[src/hdl/fdi_timing_regs.vh]
// Constants for the floating-point decode and issue timing block
`ifndef FDI_TIMING_REGS_VH
`define FDI_TIMING_REGS_VH

// Operation classes presented by the front end
`define FDI_OP_W          4
`define FDI_OP_INT_ALU    4'h0
`define FDI_OP_INT_MUL    4'h1
`define FDI_OP_INT_LOAD   4'h2
`define FDI_OP_INT_STORE  4'h3
`define FDI_OP_FP_ARITH   4'h4
`define FDI_OP_FP_MUL     4'h5
`define FDI_OP_FP_DIV     4'h6
`define FDI_OP_FP_LOAD    4'h7
`define FDI_OP_FP_STORE   4'h8
`define FDI_OP_SIMD       4'h9
`define FDI_OP_SIMD_CLEAR 4'hA

// Counter width and cycle counts
`define FDI_CNT_W         6
`define FDI_FP_OP_CYC     6'h02
`define FDI_FP_LDST_CYC   6'h02
`define FDI_FP_DIV_CYC    6'h10
`define FDI_INT_MUL_CYC   6'h02
`define FDI_VEC_CYC       6'h02
`define FDI_SWITCH_CYC    6'h02

// Decoder states
`define FDI_ST_W          2
`define FDI_ST_IDLE       2'h0
`define FDI_ST_VEC        2'h1
`define FDI_ST_SWITCH     2'h2

`endif

[src/hdl/fdi_timing.v]
// Floating-point decode classification, issue control and unit timing
// Contract
// - Common FP ops take the short decode path and only rare or line-straddling ones the slower vector path.
// - A short-decodable op that straddles a cache line is vector decoded with extra cycles.
// - Short-decodable FP ops are accepted only by the first decoder slot.
// - An FP op pairs with a short op in the same cycle only when the FP op comes first.
// - SIMD registers alias the FP stack, so a state clear is needed before FP use.
// - The switch cost after a state clear is charged when the next FP op arrives.
// - Integer and FP multipliers are separate and may run at the same time.
// - FP arithmetic and compare with an integer memory operand cost nothing extra.
// - FP multiply completes much sooner than FP divide.
// - FP load and FP store take two cycles each, five for a dependent pair with one release cycle between them.
// - One integer load and one store are taken each cycle.
// - The FP unit is not pipelined; a new op starts only after the last completes.
// - Common FP ops complete in two cycles.
// - FP ops with a memory source have the same throughput as register forms.
`timescale 1ns/100ps
`include "fdi_timing_regs.vh"

module fdi_timing #(
   parameter [`FDI_CNT_W-1:0] FP_DIV_CYC = `FDI_FP_DIV_CYC,
   parameter [`FDI_CNT_W-1:0] VEC_CYC    = `FDI_VEC_CYC,
   parameter [`FDI_CNT_W-1:0] SWITCH_CYC = `FDI_SWITCH_CYC
) (
   // Clock, reset, enable
   input  wire                 core_clk,
   input  wire                 rst,
   input  wire                 ce,
   // First decoder slot
   input  wire                 fe_valid0,
   input  wire [`FDI_OP_W-1:0] fe_op0,
   input  wire                 fe_rare0,
   input  wire                 fe_straddle0,
   // Second decoder slot
   input  wire                 fe_valid1,
   input  wire [`FDI_OP_W-1:0] fe_op1,
   // Readiness toward the front end
   output reg                  fp_rdy_q,
   output reg                  imul_rdy_q,
   output reg                  gen_rdy_q,
   // Decode and issue events
   output reg                  acc0_q,
   output reg                  pair_q,
   output reg                  vec_q,
   output reg                  switch_q,
   output reg                  state_err_q,
   output reg                  fp_issue_q,
   output reg                  fpu_busy_q,
   output reg                  fpu_done_q,
   output reg                  imul_issue_q,
   output reg                  ld_issue_q,
   output reg                  st_issue_q
);

   function is_fp;
      input [`FDI_OP_W-1:0] op;
      begin
         is_fp = (op >= `FDI_OP_FP_ARITH) && (op <= `FDI_OP_FP_STORE);
      end
   endfunction

   // Memory-operand forms share the register-form count, so no operand flag is needed
   function [`FDI_CNT_W-1:0] fp_cyc;
      input [`FDI_OP_W-1:0] op;
      begin
         case (op)
            `FDI_OP_FP_DIV:   fp_cyc = FP_DIV_CYC;
            `FDI_OP_FP_LOAD:  fp_cyc = `FDI_FP_LDST_CYC;
            `FDI_OP_FP_STORE: fp_cyc = `FDI_FP_LDST_CYC;
            default:          fp_cyc = `FDI_FP_OP_CYC;
         endcase
      end
   endfunction

   function uses_load;
      input [`FDI_OP_W-1:0] op;
      begin
         uses_load = (op == `FDI_OP_INT_LOAD) || (op == `FDI_OP_FP_LOAD);
      end
   endfunction

   function uses_store;
      input [`FDI_OP_W-1:0] op;
      begin
         uses_store = (op == `FDI_OP_INT_STORE) || (op == `FDI_OP_FP_STORE);
      end
   endfunction

   reg [`FDI_ST_W-1:0]  st_q;
   reg [`FDI_ST_W-1:0]  st_d;
   reg [`FDI_CNT_W-1:0] pen_cnt_q;
   reg [`FDI_CNT_W-1:0] pen_cnt_d;
   reg [`FDI_CNT_W-1:0] pend_cyc_q;
   reg [`FDI_CNT_W-1:0] pend_cyc_d;
   reg [`FDI_CNT_W-1:0] fpu_cnt_q;
   reg [`FDI_CNT_W-1:0] fpu_cnt_d;
   reg [`FDI_CNT_W-1:0] imul_cnt_q;
   reg [`FDI_CNT_W-1:0] imul_cnt_d;
   reg                  simd_mode_q;
   reg                  simd_mode_d;
   reg                  clear_pend_q;
   reg                  clear_pend_d;
   reg                  take0;
   reg                  take1;
   reg                  vec0;
   reg                  charge;
   reg                  launch;
   reg                  fp_issue_d;

   // Slot acceptance
   always @*
   begin
      vec0 = fe_rare0 | fe_straddle0;
      if (is_fp(fe_op0))
         take0 = fe_valid0 && fp_rdy_q;
      else if (fe_op0 == `FDI_OP_INT_MUL)
         take0 = fe_valid0 && imul_rdy_q;
      else
         take0 = fe_valid0 && gen_rdy_q;
      // Slot 1 takes only short integer work; an FP op there is left untaken
      take1 = take0 && !vec0 && fe_valid1 && (fe_op1 <= `FDI_OP_INT_STORE)
              && !(uses_load(fe_op1) && uses_load(fe_op0))
              && !(uses_store(fe_op1) && uses_store(fe_op0))
              && !((fe_op1 == `FDI_OP_INT_MUL)
                   && ((fe_op0 == `FDI_OP_INT_MUL) || !imul_rdy_q));
      charge = take0 && is_fp(fe_op0) && (clear_pend_q || simd_mode_q);
      launch = (st_q == `FDI_ST_SWITCH) && (pen_cnt_q == 6'h01) && (pend_cyc_q != 6'h00);
   end

   // Next state
   always @*
   begin
      st_d         = st_q;
      pen_cnt_d    = pen_cnt_q;
      pend_cyc_d   = pend_cyc_q;
      simd_mode_d  = simd_mode_q;
      clear_pend_d = clear_pend_q;
      fp_issue_d   = 1'b0;
      fpu_cnt_d    = (fpu_cnt_q != 6'h00) ? fpu_cnt_q - 6'h01 : 6'h00;
      imul_cnt_d   = (imul_cnt_q != 6'h00) ? imul_cnt_q - 6'h01 : 6'h00;
      case (st_q)
         `FDI_ST_IDLE:
         begin
            if (charge)
            begin
               // Penalty is paid here, never at the clear itself
               st_d       = `FDI_ST_SWITCH;
               pen_cnt_d  = vec0 ? SWITCH_CYC + VEC_CYC : SWITCH_CYC;
               pend_cyc_d = fp_cyc(fe_op0);
            end
            else if (take0 && vec0)
            begin
               st_d      = `FDI_ST_VEC;
               pen_cnt_d = VEC_CYC;
            end
         end
         `FDI_ST_VEC, `FDI_ST_SWITCH:
         begin
            if (pen_cnt_q <= 6'h01)
            begin
               st_d       = `FDI_ST_IDLE;
               pen_cnt_d  = 6'h00;
               pend_cyc_d = 6'h00;
            end
            else
               pen_cnt_d = pen_cnt_q - 6'h01;
         end
         default:
         begin
            st_d      = `FDI_ST_IDLE;
            pen_cnt_d = 6'h00;
         end
      endcase
      if (launch)
      begin
         fpu_cnt_d  = pend_cyc_q;
         fp_issue_d = 1'b1;
      end
      else if (take0 && is_fp(fe_op0) && !charge)
      begin
         fpu_cnt_d  = fp_cyc(fe_op0);
         fp_issue_d = 1'b1;
      end
      // Integer multiplier runs beside the FP unit
      if ((take0 && (fe_op0 == `FDI_OP_INT_MUL)) || (take1 && (fe_op1 == `FDI_OP_INT_MUL)))
         imul_cnt_d = `FDI_INT_MUL_CYC;
      if (take0 && (fe_op0 == `FDI_OP_SIMD))
      begin
         simd_mode_d  = 1'b1;
         clear_pend_d = 1'b0;
      end
      else if (take0 && (fe_op0 == `FDI_OP_SIMD_CLEAR))
         clear_pend_d = 1'b1;
      else if (charge)
      begin
         simd_mode_d  = 1'b0;
         clear_pend_d = 1'b0;
      end
   end

   always @(posedge core_clk or posedge rst)
   begin
      if (rst)
      begin
         st_q         <= `FDI_ST_IDLE;
         pen_cnt_q    <= 6'h00;
         pend_cyc_q   <= 6'h00;
         fpu_cnt_q    <= 6'h00;
         imul_cnt_q   <= 6'h00;
         simd_mode_q  <= 1'b0;
         clear_pend_q <= 1'b0;
         fp_rdy_q     <= 1'b1;
         imul_rdy_q   <= 1'b1;
         gen_rdy_q    <= 1'b1;
         acc0_q       <= 1'b0;
         pair_q       <= 1'b0;
         vec_q        <= 1'b0;
         switch_q     <= 1'b0;
         state_err_q  <= 1'b0;
         fp_issue_q   <= 1'b0;
         fpu_busy_q   <= 1'b0;
         fpu_done_q   <= 1'b0;
         imul_issue_q <= 1'b0;
         ld_issue_q   <= 1'b0;
         st_issue_q   <= 1'b0;
      end
      else if (ce)
      begin
         st_q         <= st_d;
         pen_cnt_q    <= pen_cnt_d;
         pend_cyc_q   <= pend_cyc_d;
         fpu_cnt_q    <= fpu_cnt_d;
         imul_cnt_q   <= imul_cnt_d;
         simd_mode_q  <= simd_mode_d;
         clear_pend_q <= clear_pend_d;
         // Readiness looks one cycle ahead so the ports come straight from flops
         fp_rdy_q     <= (st_d == `FDI_ST_IDLE) && (fpu_cnt_d == 6'h00);
         imul_rdy_q   <= (st_d == `FDI_ST_IDLE) && (imul_cnt_d == 6'h00);
         gen_rdy_q    <= (st_d == `FDI_ST_IDLE);
         acc0_q       <= take0;
         pair_q       <= take1;
         vec_q        <= take0 && vec0;
         switch_q     <= charge;
         // FP use straight after SIMD code without a clear is flagged but still served
         state_err_q  <= charge && !clear_pend_q;
         fp_issue_q   <= fp_issue_d;
         fpu_busy_q   <= (fpu_cnt_d != 6'h00);
         fpu_done_q   <= (fpu_cnt_q == 6'h01);
         imul_issue_q <= (imul_cnt_d == `FDI_INT_MUL_CYC) && (imul_cnt_q != `FDI_INT_MUL_CYC);
         ld_issue_q   <= (take0 && uses_load(fe_op0)) || (take1 && uses_load(fe_op1));
         st_issue_q   <= (take0 && uses_store(fe_op0)) || (take1 && uses_store(fe_op1));
      end
   end

endmodule // fdi_timing

[config.mk]
export PLATFORM = sky130hd
export DESIGN_NAME = fdi_timing
export DESIGN_NICKNAME = d
export VERILOG_FILES = /design/src/hdl/fdi_timing.v
export VERILOG_INCLUDE_DIRS = /design/src /design/src/hdl
export SDC_FILE = /design/constraint.sdc
export NUM_CORES = 1
export LEC_CHECK = 0
export BUFFER_PORTS_ARGS = -buffer_cell sky130_fd_sc_hd__buf_2
export CAP_MARGIN = 20
export CORE_UTILIZATION = 50
export CTS_CLUSTER_SIZE = 40
export DETAILED_ROUTE_END_ITERATION = 6
export HOLD_SLACK_MARGIN = 0.02
export PLACE_DENSITY = 0.73
export SYNTH_ARGS = -nofsm -noshare
export SYNTH_HDL_FRONTEND = slang
export SYNTH_SLANG_ARGS = --single-unit
[constraint.sdc]
create_clock -name core_clk -period 2.53 [get_ports core_clk]
set_clock_uncertainty 0.05 [all_clocks]
set_input_delay 0.506 -clock core_clk [delete_from_list [all_inputs] [get_ports core_clk]]
set_output_delay 0.506 -clock core_clk [all_outputs]
set_load 0.05 [all_outputs]
---- Word-level counts from Yosys, hierarchy flattened ----
Cells that the tools add are included.
storage, ports and cells
  logic and storage cells ................. 142
  output and inout bits ................... 14
  bits in registers ....................... 42
cells by class
  add/sub/neg operators ................... 3
  order comparisons ....................... 4
  muxes and demuxes ....................... 27
  bitwise logic cells ..................... 1
  reductions and logical operators ........ 63
  equal/unequal tests ..................... 23
operators with widths
  operator                                                            number
  2-to-1 mux 6 bit                                                    10
  logical AND 1 bit                                                   31
  one-hot mux 6 bit (2 select lines)                                  2
  nonzero test 6 bit                                                  4
  subtractor 6 x 1 -> 6 bit (second input constant)                   3
  == test 4 x 2 -> 1 bit (second input constant)                      4
  == test 4 bit (second input constant)                               4
  == test 4 x 3 -> 1 bit (second input constant)                      3
  == test 6 x 1 -> 1 bit (second input constant)                      2
  logical NOT 6 bit                                                   2
  logical OR 1 bit                                                    9
  2-to-1 mux 1 bit                                                    9
  == test 4 x 1 -> 1 bit (second input constant)                      2
  logical NOT 1 bit                                                   7
  == test 6 x 2 -> 1 bit (second input constant)                      1
  <= comparator 6 x 1 -> 1 bit (second input constant)                1
  2-to-1 mux 2 bit                                                    3
  inequality test 2 bit (second input constant)                       3
  inequality test 6 x 2 -> 1 bit (second input constant)              1
  2-to-1 mux 5 bit                                                    1
  greater-or-equal comparator 4 x 3 -> 1 bit (second input constant)  1
  <= comparator 4 x 2 -> 1 bit (second input constant)                1
  <= comparator 4 bit (second input constant)                         1
  logical NOT 2 bit                                                   2
  other kinds (12)                                                    14

---- Depth between registers and ports, before layout ----
Gate-level depths: netlist of run 1.
  word-level depth ........................ 14
  gate-level depth with buffers ........... 8

---- Least setup slack after synthesis of run 1 ----
No wires, ideal clock.
  path type ............................... in2reg
  start ................................... input fe_op0[3]
  end ..................................... register imul_rdy_q
  arrival time ............................ 2.171 ns
  buffers on the path ..................... 1
  library setup time ...................... 0.063 ns
  stages on the path ...................... 7
  slack ................................... 0.246 ns
  cells stage by stage .................... buf_4 -> or4b_4 -> a21o_1 -> o2111a_2 -> a211o_1 -> a211oi_2 -> a32o_1
on the way
  cells in the longest elaborated chain, start to end .. 14
  elaborated cells on any way between the ends .. 38
  those cells by class .................... order compare (2); eq/ne (5); mux (6); reduce/logical (25)
RTL lines
  what                                                                          line                               text
  from (decl)                                                                   fdi_timing.v:31                    input wire [`FDI_OP_W-1:0] fe_op0,
  greater-or-equal comparator 4 x 3 -> 1 bit (no line) (tied with other cells)  n/a
  logical AND 1 bit / 2-to-1 mux 1 bit (equally long branches)                  fdi_timing.v:58, fdi_timing.v:116
  2-to-1 mux 1 bit                                                              fdi_timing.v:114                   if (is_fp(fe_op0))
  logical AND 1 bit (6 in a row)                                                fdi_timing.v:121                   take1 = take0 && !vec0 && fe_valid1 && (fe_op1 <= `FDI_OP_INT_STORE)
  logical AND 1 bit                                                             fdi_timing.v:185                   if ((take0 && (fe_op0 == `FDI_OP_INT_MUL)) || (take1 && (fe_op1 == `FDI_OP_INT_MUL)))
  logical OR 1 bit                                                              fdi_timing.v:185
  2-to-1 mux 6 bit                                                              fdi_timing.v:185
  logical NOT 6 bit                                                             fdi_timing.v:238                   imul_rdy_q <= (st_d == `FDI_ST_IDLE) && (imul_cnt_d == 6'h00);
  logical AND 1 bit (*)                                                         fdi_timing.v:238
  to (signal assigned)                                                          fdi_timing.v:238
  to (decl)                                                                     fdi_timing.v:39                    output reg imul_rdy_q,
Every way passes the cells marked *; elsewhere a longest branch is shown, timed or not.
A chain may end at the register's enable or synchronous reset.

---- Final worst setup path of run 1 ----
Ends and elaborated chain as after synthesis.

==> results.sh, run 1 <==
export IMPL_critical_path_class="primary input to register"
export IMPL_synth_compound_area_share_pct=26.9
export IMPL_slew_headroom_pct=67.2
export IMPL_cts_max_path_buffers=2
export IMPL_drcViolationCount=0
export IMPL_synth_area_top_cells="dfrtp_1 35%, ha_1 5.6%, nand2_1 4.9%"
export IMPL_synth_top_area_share_pct=35.4
export IMPL_sequentialPowerShare_pct=35.7
export IMPL_cp_arrival_ns=2.39
export IMPL_crit_required_ns=2.72
export IMPL_n_antenna_cell=0
export IMPL_setup_tns_ns=0
export IMPL_globalRouteTotalUtil_pct=24.3
export IMPL_synthAdderAreaFrac_pct=5.56
export IMPL_numPortBuffers=28
export IMPL_ctsResizeCount=0
export IMPL_power_density_nw_per_um2=978
export IMPL_fmax_mhz=454
export IMPL_rrSetupSlack_ns=0.41
export IMPL_via_per_inst=5.92
export IMPL_die_area_sq_um=5240
export IMPL_gp_congestion=0.871
export IMPL_yosys_area_share_simple_pct=20.3
export IMPL_finalSetupViolations=0
export IMPL_p_switching_w=0.00123
export IMPL_drt_first_pass_iters=4
export IMPL_fin_crit_sh_pct=87.1
export IMPL_netlist_area_sq_um=2470
export IMPL_hp_class="primary input to asynchronous set/reset pin"
export IMPL_p_int_w=0.00155
export IMPL_clockRootBuffer="clkbuf_8"
export IMPL_cts_buffers_inserted=5
export IMPL_fp_coreArea_sq_um=4750
export IMPL_async_flop_share_pct=100
export IMPL_cts_setup_buffers=0
export IMPL_start_util_pct=52.1
export IMPL_area_delta_synth_final_pct=14.9
export IMPL_synth_xor_area_share_pct=1.77
export IMPL_slew_viol_final=0
export IMPL_nets=352
export IMPL_start_kind="primary input"
export IMPL_wl_per_cell_microns=15.0
export IMPL_cts_hold_buf=0
export IMPL_vias=2332
export IMPL_cp_depth=7
export IMPL_routed_wirelength_microns=5920
export IMPL_hold_viol_final=0
export IMPL_worst_pin_slew_ns=0.492
export IMPL_cap_violations=0
export IMPL_p_leak_nw=1.28
export IMPL_grt_start_max_net_pins=39
export IMPL_synth_seq_cells=38
export IMPL_critPathTopFamily="compound AO/OA/AOI/OAI gates"
export IMPL_reg2reg_depth=8
export IMPL_critical_path_slowest_cell="or4b_4"
export IMPL_grt_setup_unrepaired="false"
export IMPL_first_global_vias=2312
export IMPL_p_clk_share_pct=15.8
export IMPL_ys_types=56
export IMPL_fin_crit_ns=2.20
export IMPL_grt_remaining_overflow=0
export IMPL_drive_above_1_share_pct=18.7
export IMPL_postRouteAntennaNets=0
export IMPL_syn_nets=315
export IMPL_p_comb_share_pct=48.5
export IMPL_synth_cells=289
export IMPL_antenna_found_initial=0
export IMPL_synth_ff_type="dfrtp_1"
export IMPL_synth_top_family_by_area="compound AO/OA/AOI/OAI gates"
export IMPL_hpwl_microns=4340
export IMPL_synthMuxAreaShare_pct=1.77
export IMPL_cp_cell_sequence="buf_2 -> or4b_4 -> a21o_1 -> o2111a_2 -> a211o_1 -> a211oi_2 -> a32o_1"
export IMPL_fp_dieW_microns=72.4
export IMPL_yosysSeqAreaShare_pct=38.6
export IMPL_rows=25
export IMPL_clock_sinks=38
export IMPL_endpoint_kind="register"
export IMPL_holdWs_ns=0.266
export IMPL_die_h_microns=72.4
export IMPL_ys_warnings_count=0
export IMPL_clock_latency_ns=0.29
export IMPL_cp_num_buf_inv=1
export IMPL_num_io_pins=29
export IMPL_status="complete, no violations"
export IMPL_swShare_pct=44.1
export IMPL_postSynthAreaPerCell_sq_um=8.56
export IMPL_ir_drop_mv=0.501
export IMPL_clk_pin_slew_ns=0.08
export IMPL_synth_area_leader_cell="dfrtp_1"
export IMPL_grt_pass1_wl_microns=10000
export IMPL_synthTopCellsByCount="35 x dfrtp_1, 32 x nand2_1, 23 x inv_1, 22 x o21ai_0, 20 x nor2_1"
export IMPL_htree_levels=2
export IMPL_path_max_fanout=10
export IMPL_cts_tree="done"
export IMPL_first_iter_violations=149
export IMPL_synth_most_common_cell="dfrtp_1"
export IMPL_cpPeakStageDelay_ns=0.50
export IMPL_synth_edf_count=0
-- worst min-delay path, cell delays in order --
cell	delay, ns
buf_2	0.10
inv_1	0.04
buf_4	0.41
-- cell families after synthesis --
kind of cell               count (synthesis)
buffers and inverters                     33
muxes                                      4
xor gates and xnor gates                   5
adders and majority gates                 11
DFF                                       38
AOI/OAI and AO/OA                         98
and+or+nand+nor                          100
-- metrics by stage --
stage               total power (W)  util [%]  instance area [sq um]  std cells  setup WS (ns)
floorplan                   0.00195         -                   2470        289          0.246
global placement            0.00228      57.8                   2750        386         0.0848
detailed placement          0.00232      57.8                   2750        386        0.00986
CTS                         0.00278      59.8                   2840        394          0.327
global route                0.00298      59.8                   2840        394          0.221
finish                      0.00278      59.8                   2840        394          0.326
-- registers in the layout, indices dropped and copies added (netlist names), 2 cells and up --
name / flops
fpu_cnt_q: 6
pen_cnt_q: 6
imul_cnt_q: 6
st_q: 2
pend_cyc_q: 2
-- cells in the final DEF, fill, tap and decap left out, drive strengths merged, types with 5 or more instances in the layout --
cell type / n
o31ai: 5
nor3: 5
a21oi: 16
nand2: 32
nand2b: 8
o21ai: 28
clkbuf: 6
nand3: 10
a31oi: 5
ha: 11
nor2: 20
a21o: 6
inv: 23
dfrtp: 35
buf: 40
-- layer usage --
metal	track usage [%]	part of all wire, %
met2	43.1	50
met1	29.1	46
met4	9.37	0.69
met3	4.44	3.8
met5	0	0
-- final timing paths --
kind                                          start                     end
hold reg to reg              fp_issue_q$_DFFE_PP0P_  fp_issue_q$_DFFE_PP0P_
hold / removal                                  rst    switch_q$_DFFE_PP0P_
setup / recovery                          fe_op0[3]  imul_rdy_q$_DFFE_PP1P_
min in group core_clk                     fe_op1[2]  st_issue_q$_DFFE_PP0P_
max in group asynchronous                       rst  imul_rdy_q$_DFFE_PP1P_
setup reg to reg           pen_cnt_q[0]$_DFFE_PP0P_  imul_rdy_q$_DFFE_PP1P_
-- power groups by stage --
stage / Combinational, W / Clock [W] / Sequential, W
after global routing: 0.00149 / 0.000471 / 0.00102
after CTS: 0.00134 / 0.000454 / 0.000987
after detailed placement: 0.00133 / 0 / 0.000998
after global placement: 0.00130 / 0 / 0.000987
final: 0.00135 / 0.000440 / 0.000993
after floorplan: 0.000924 / 0 / 0.00103
-- area by class of cell --
cell class / instances / area, sq um
Clock buffer: 6 / 82.6
Multi-Input combinational cell: 218 / 1390
Fill cell: 443 / 1910
Tap cell: 67 / 83.8
Sequential cell: 38 / 955
Clock inverter: 2 / 12.5
Inverter: 23 / 86.3
Timing Repair Buffer: 40 / 230
Note: power is estimated with default switching activity, not from simulation.
==> run 2, diff against run 1 <==
- clock period: 2.53 -> 2.15 ns (I/O delays scaled with it)
==> results.sh, run 2 (synthesis gave the netlist of run 1 again) <==
export IMPL_status="complete, no violations"
export IMPL_rrSetupSlack_ns=0.06
export IMPL_instances_no_fill=408
export IMPL_cts_buffers_inserted=5
export IMPL_dpl_cell_area_sq_um=2850
export IMPL_vias=2360
export IMPL_finalSetupViolations=0
export IMPL_die_h_microns=72.4
export IMPL_cts_hold_buf=0
export IMPL_fp_dieW_microns=72.4
export IMPL_first_global_vias=2306
export IMPL_drt_first_pass_iters=4
export IMPL_postRouteAntennaNets=0
export IMPL_slew_headroom_pct=66.2
export IMPL_post_route_util_pct=63.0
export IMPL_timing_rr_start="pen_cnt_q[0]$_DFFE_PP0P_"
export IMPL_power_w=0.00356
export IMPL_n_antenna_cell=0
export IMPL_start_kind="register"
export IMPL_grt_setup_unrepaired="true"
export IMPL_first_iter_violations=147
export IMPL_nets=366
export IMPL_reg2reg_depth=7
export IMPL_power_density_nw_per_um2=1190
export IMPL_start_util_pct=52.1
export IMPL_final_area_sq_um=3000
export IMPL_via_per_inst=5.78
export IMPL_fmax_mhz=479
export IMPL_pre_cts_slack_ns=-0.226
export IMPL_ir_drop_mv=0.574
export IMPL_p_leak_nw=1.36
export IMPL_routed_wirelength_microns=6160
export IMPL_num_io_pins=29
export IMPL_fin_crit_sh_pct=97.1
export IMPL_rows=25
export IMPL_antenna_found_initial=0
export IMPL_die_area_sq_um=5240
export IMPL_clock_latency_ns=0.29
export IMPL_drive_above_1_share_pct=23.2
export IMPL_grt_pass1_wl_microns=10400
export IMPL_path_max_fanout=7
export IMPL_dp_cells=400
export IMPL_drcViolationCount=0
export IMPL_hp_class="primary input to asynchronous set/reset pin"
export IMPL_fin_ws_ns=0.0621
export IMPL_grt_remaining_overflow=0
export IMPL_gp_congestion=0.905
export IMPL_hold_viol_final=0
export IMPL_cts_tree="done"
export IMPL_reg_largest_list="fpu_cnt_q x6, imul_cnt_q x6, pen_cnt_q x6"
export IMPL_final_common_cell="dfrtp_1"
export IMPL_mostFrequentLayoutCells="34 x dfrtp_1, 31 x nand2_1, 28 x buf_2"
export IMPL_cts_max_path_buffers=2
export IMPL_fp_coreArea_sq_um=4750
export IMPL_numPortBuffers=28
export IMPL_endpoint_kind="register"
export IMPL_slew_viol_final=0
export IMPL_clk_pin_slew_ns=0.08
export IMPL_clock_sinks=38
export IMPL_fin_crit_ns=2.09
export IMPL_critical_path_class="register to register"
export IMPL_globalRouteTotalUtil_pct=25.5
export IMPL_cp_arrival_ns=2.24
export IMPL_worst_pin_slew_ns=0.507
export IMPL_crit_required_ns=2.30
export IMPL_hpwl_microns=4330
export IMPL_r2r_end="pen_cnt_q[5]$_DFFE_PP0P_"
export IMPL_wl_per_cell_microns=15.1
export IMPL_clockRootBuffer="clkbuf_8"
export IMPL_grt_start_max_net_pins=39
export IMPL_area_delta_synth_final_pct=21.1
export IMPL_htree_levels=2
export IMPL_cap_violations=0
[run 2: cell types whose count changed in the layout (fill, tap and decap cells not counted), sizes merged]
cell	before	now
bufinv	0	1
clkbuf	6	7
clkinvlp	1	0
buf	40	54
clkinv	1	0
[run 2: timing repair]
action | 4_1_cts | 5_1_grt
setup buffers | 0 | 0
setup endpoints to repair | 1 | 7
gates resized for setup | 1 | 6
pin swaps | 0 | 2
[run 2: layout make-up]
class	count	area (sq um)
flip-flops and latches	38	956
repair buffers	54	335
fillers	405	1760
well taps	67	83.8
clock inverters	1	30.0
inverters	23	86.3
clock buffers	7	86.3
multi-input cells	218	1420
[run 2: how the worst max path moves through the flow]
stage | from | to | slack (ns) | cells past startpoint
after detailed placement | fe_op0[2] | pen_cnt_q[4]$_DFFE_PP0P_ | -0.23 | 8
after global placement | fe_op0[2] | pen_cnt_q[4]$_DFFE_PP0P_ | -0.12 | 8
after floorplan | fe_op0[3] | pen_cnt_q[3]$_DFFE_PP0P_ | 0.03 | 7
after global routing | pen_cnt_q[0]$_DFFE_PP0P_ | imul_rdy_q$_DFFE_PP1P_ | -0.006 | 8
final | pen_cnt_q[0]$_DFFE_PP0P_ | pen_cnt_q[5]$_DFFE_PP0P_ | 0.06 | 7
after CTS | pen_cnt_q[0]$_DFFE_PP0P_ | pen_cnt_q[5]$_DFFE_PP0P_ | 0.06 | 7
[run 2: per-layer routing]
metal	GRT usage, %	vias to the layer above	wire length (microns)	part of all wire, %
met5	0	-	0	0
met4	10.0	0	106	1.7
met1	32.8	1127	2980	48
met2	42.3	62	2860	46
li1	-	1159	-	-
met3	5.14	12	214	3.5
[run 2: through the flow]
| step | hold slack, ns | setup TNS [ns] |
|---|---|---|
| 5_1_grt | 0.239 | -0.00986 |
| 3_5_place_dp | 0.416 | -1.60 |
| 4_1_cts | 0.208 | 0 |
| 6_report | 0.184 | 0 |
| 2_1_floorplan | 0.433 | 0 |
| 3_3_place_gp | 0.409 | -0.897 |
[run 2: critical path, stage by stage, from the launching register on]
cell,delay (ns)
dfrtp_2,0.42
inv_1,0.08
ha_1,0.25
or2_2,0.35
nand2_1,0.10
nand2_2,0.12
or3_1,0.39
o211ai_1,0.23
[run 2: power breakdown]
part | internal [W] | leakage [nW] | switching, W
clock | 0.000378 | 0.0585 | 0.000255
sequential | 0.000933 | 0.457 | 0.000239
combinational | 0.000716 | 0.847 | 0.00103
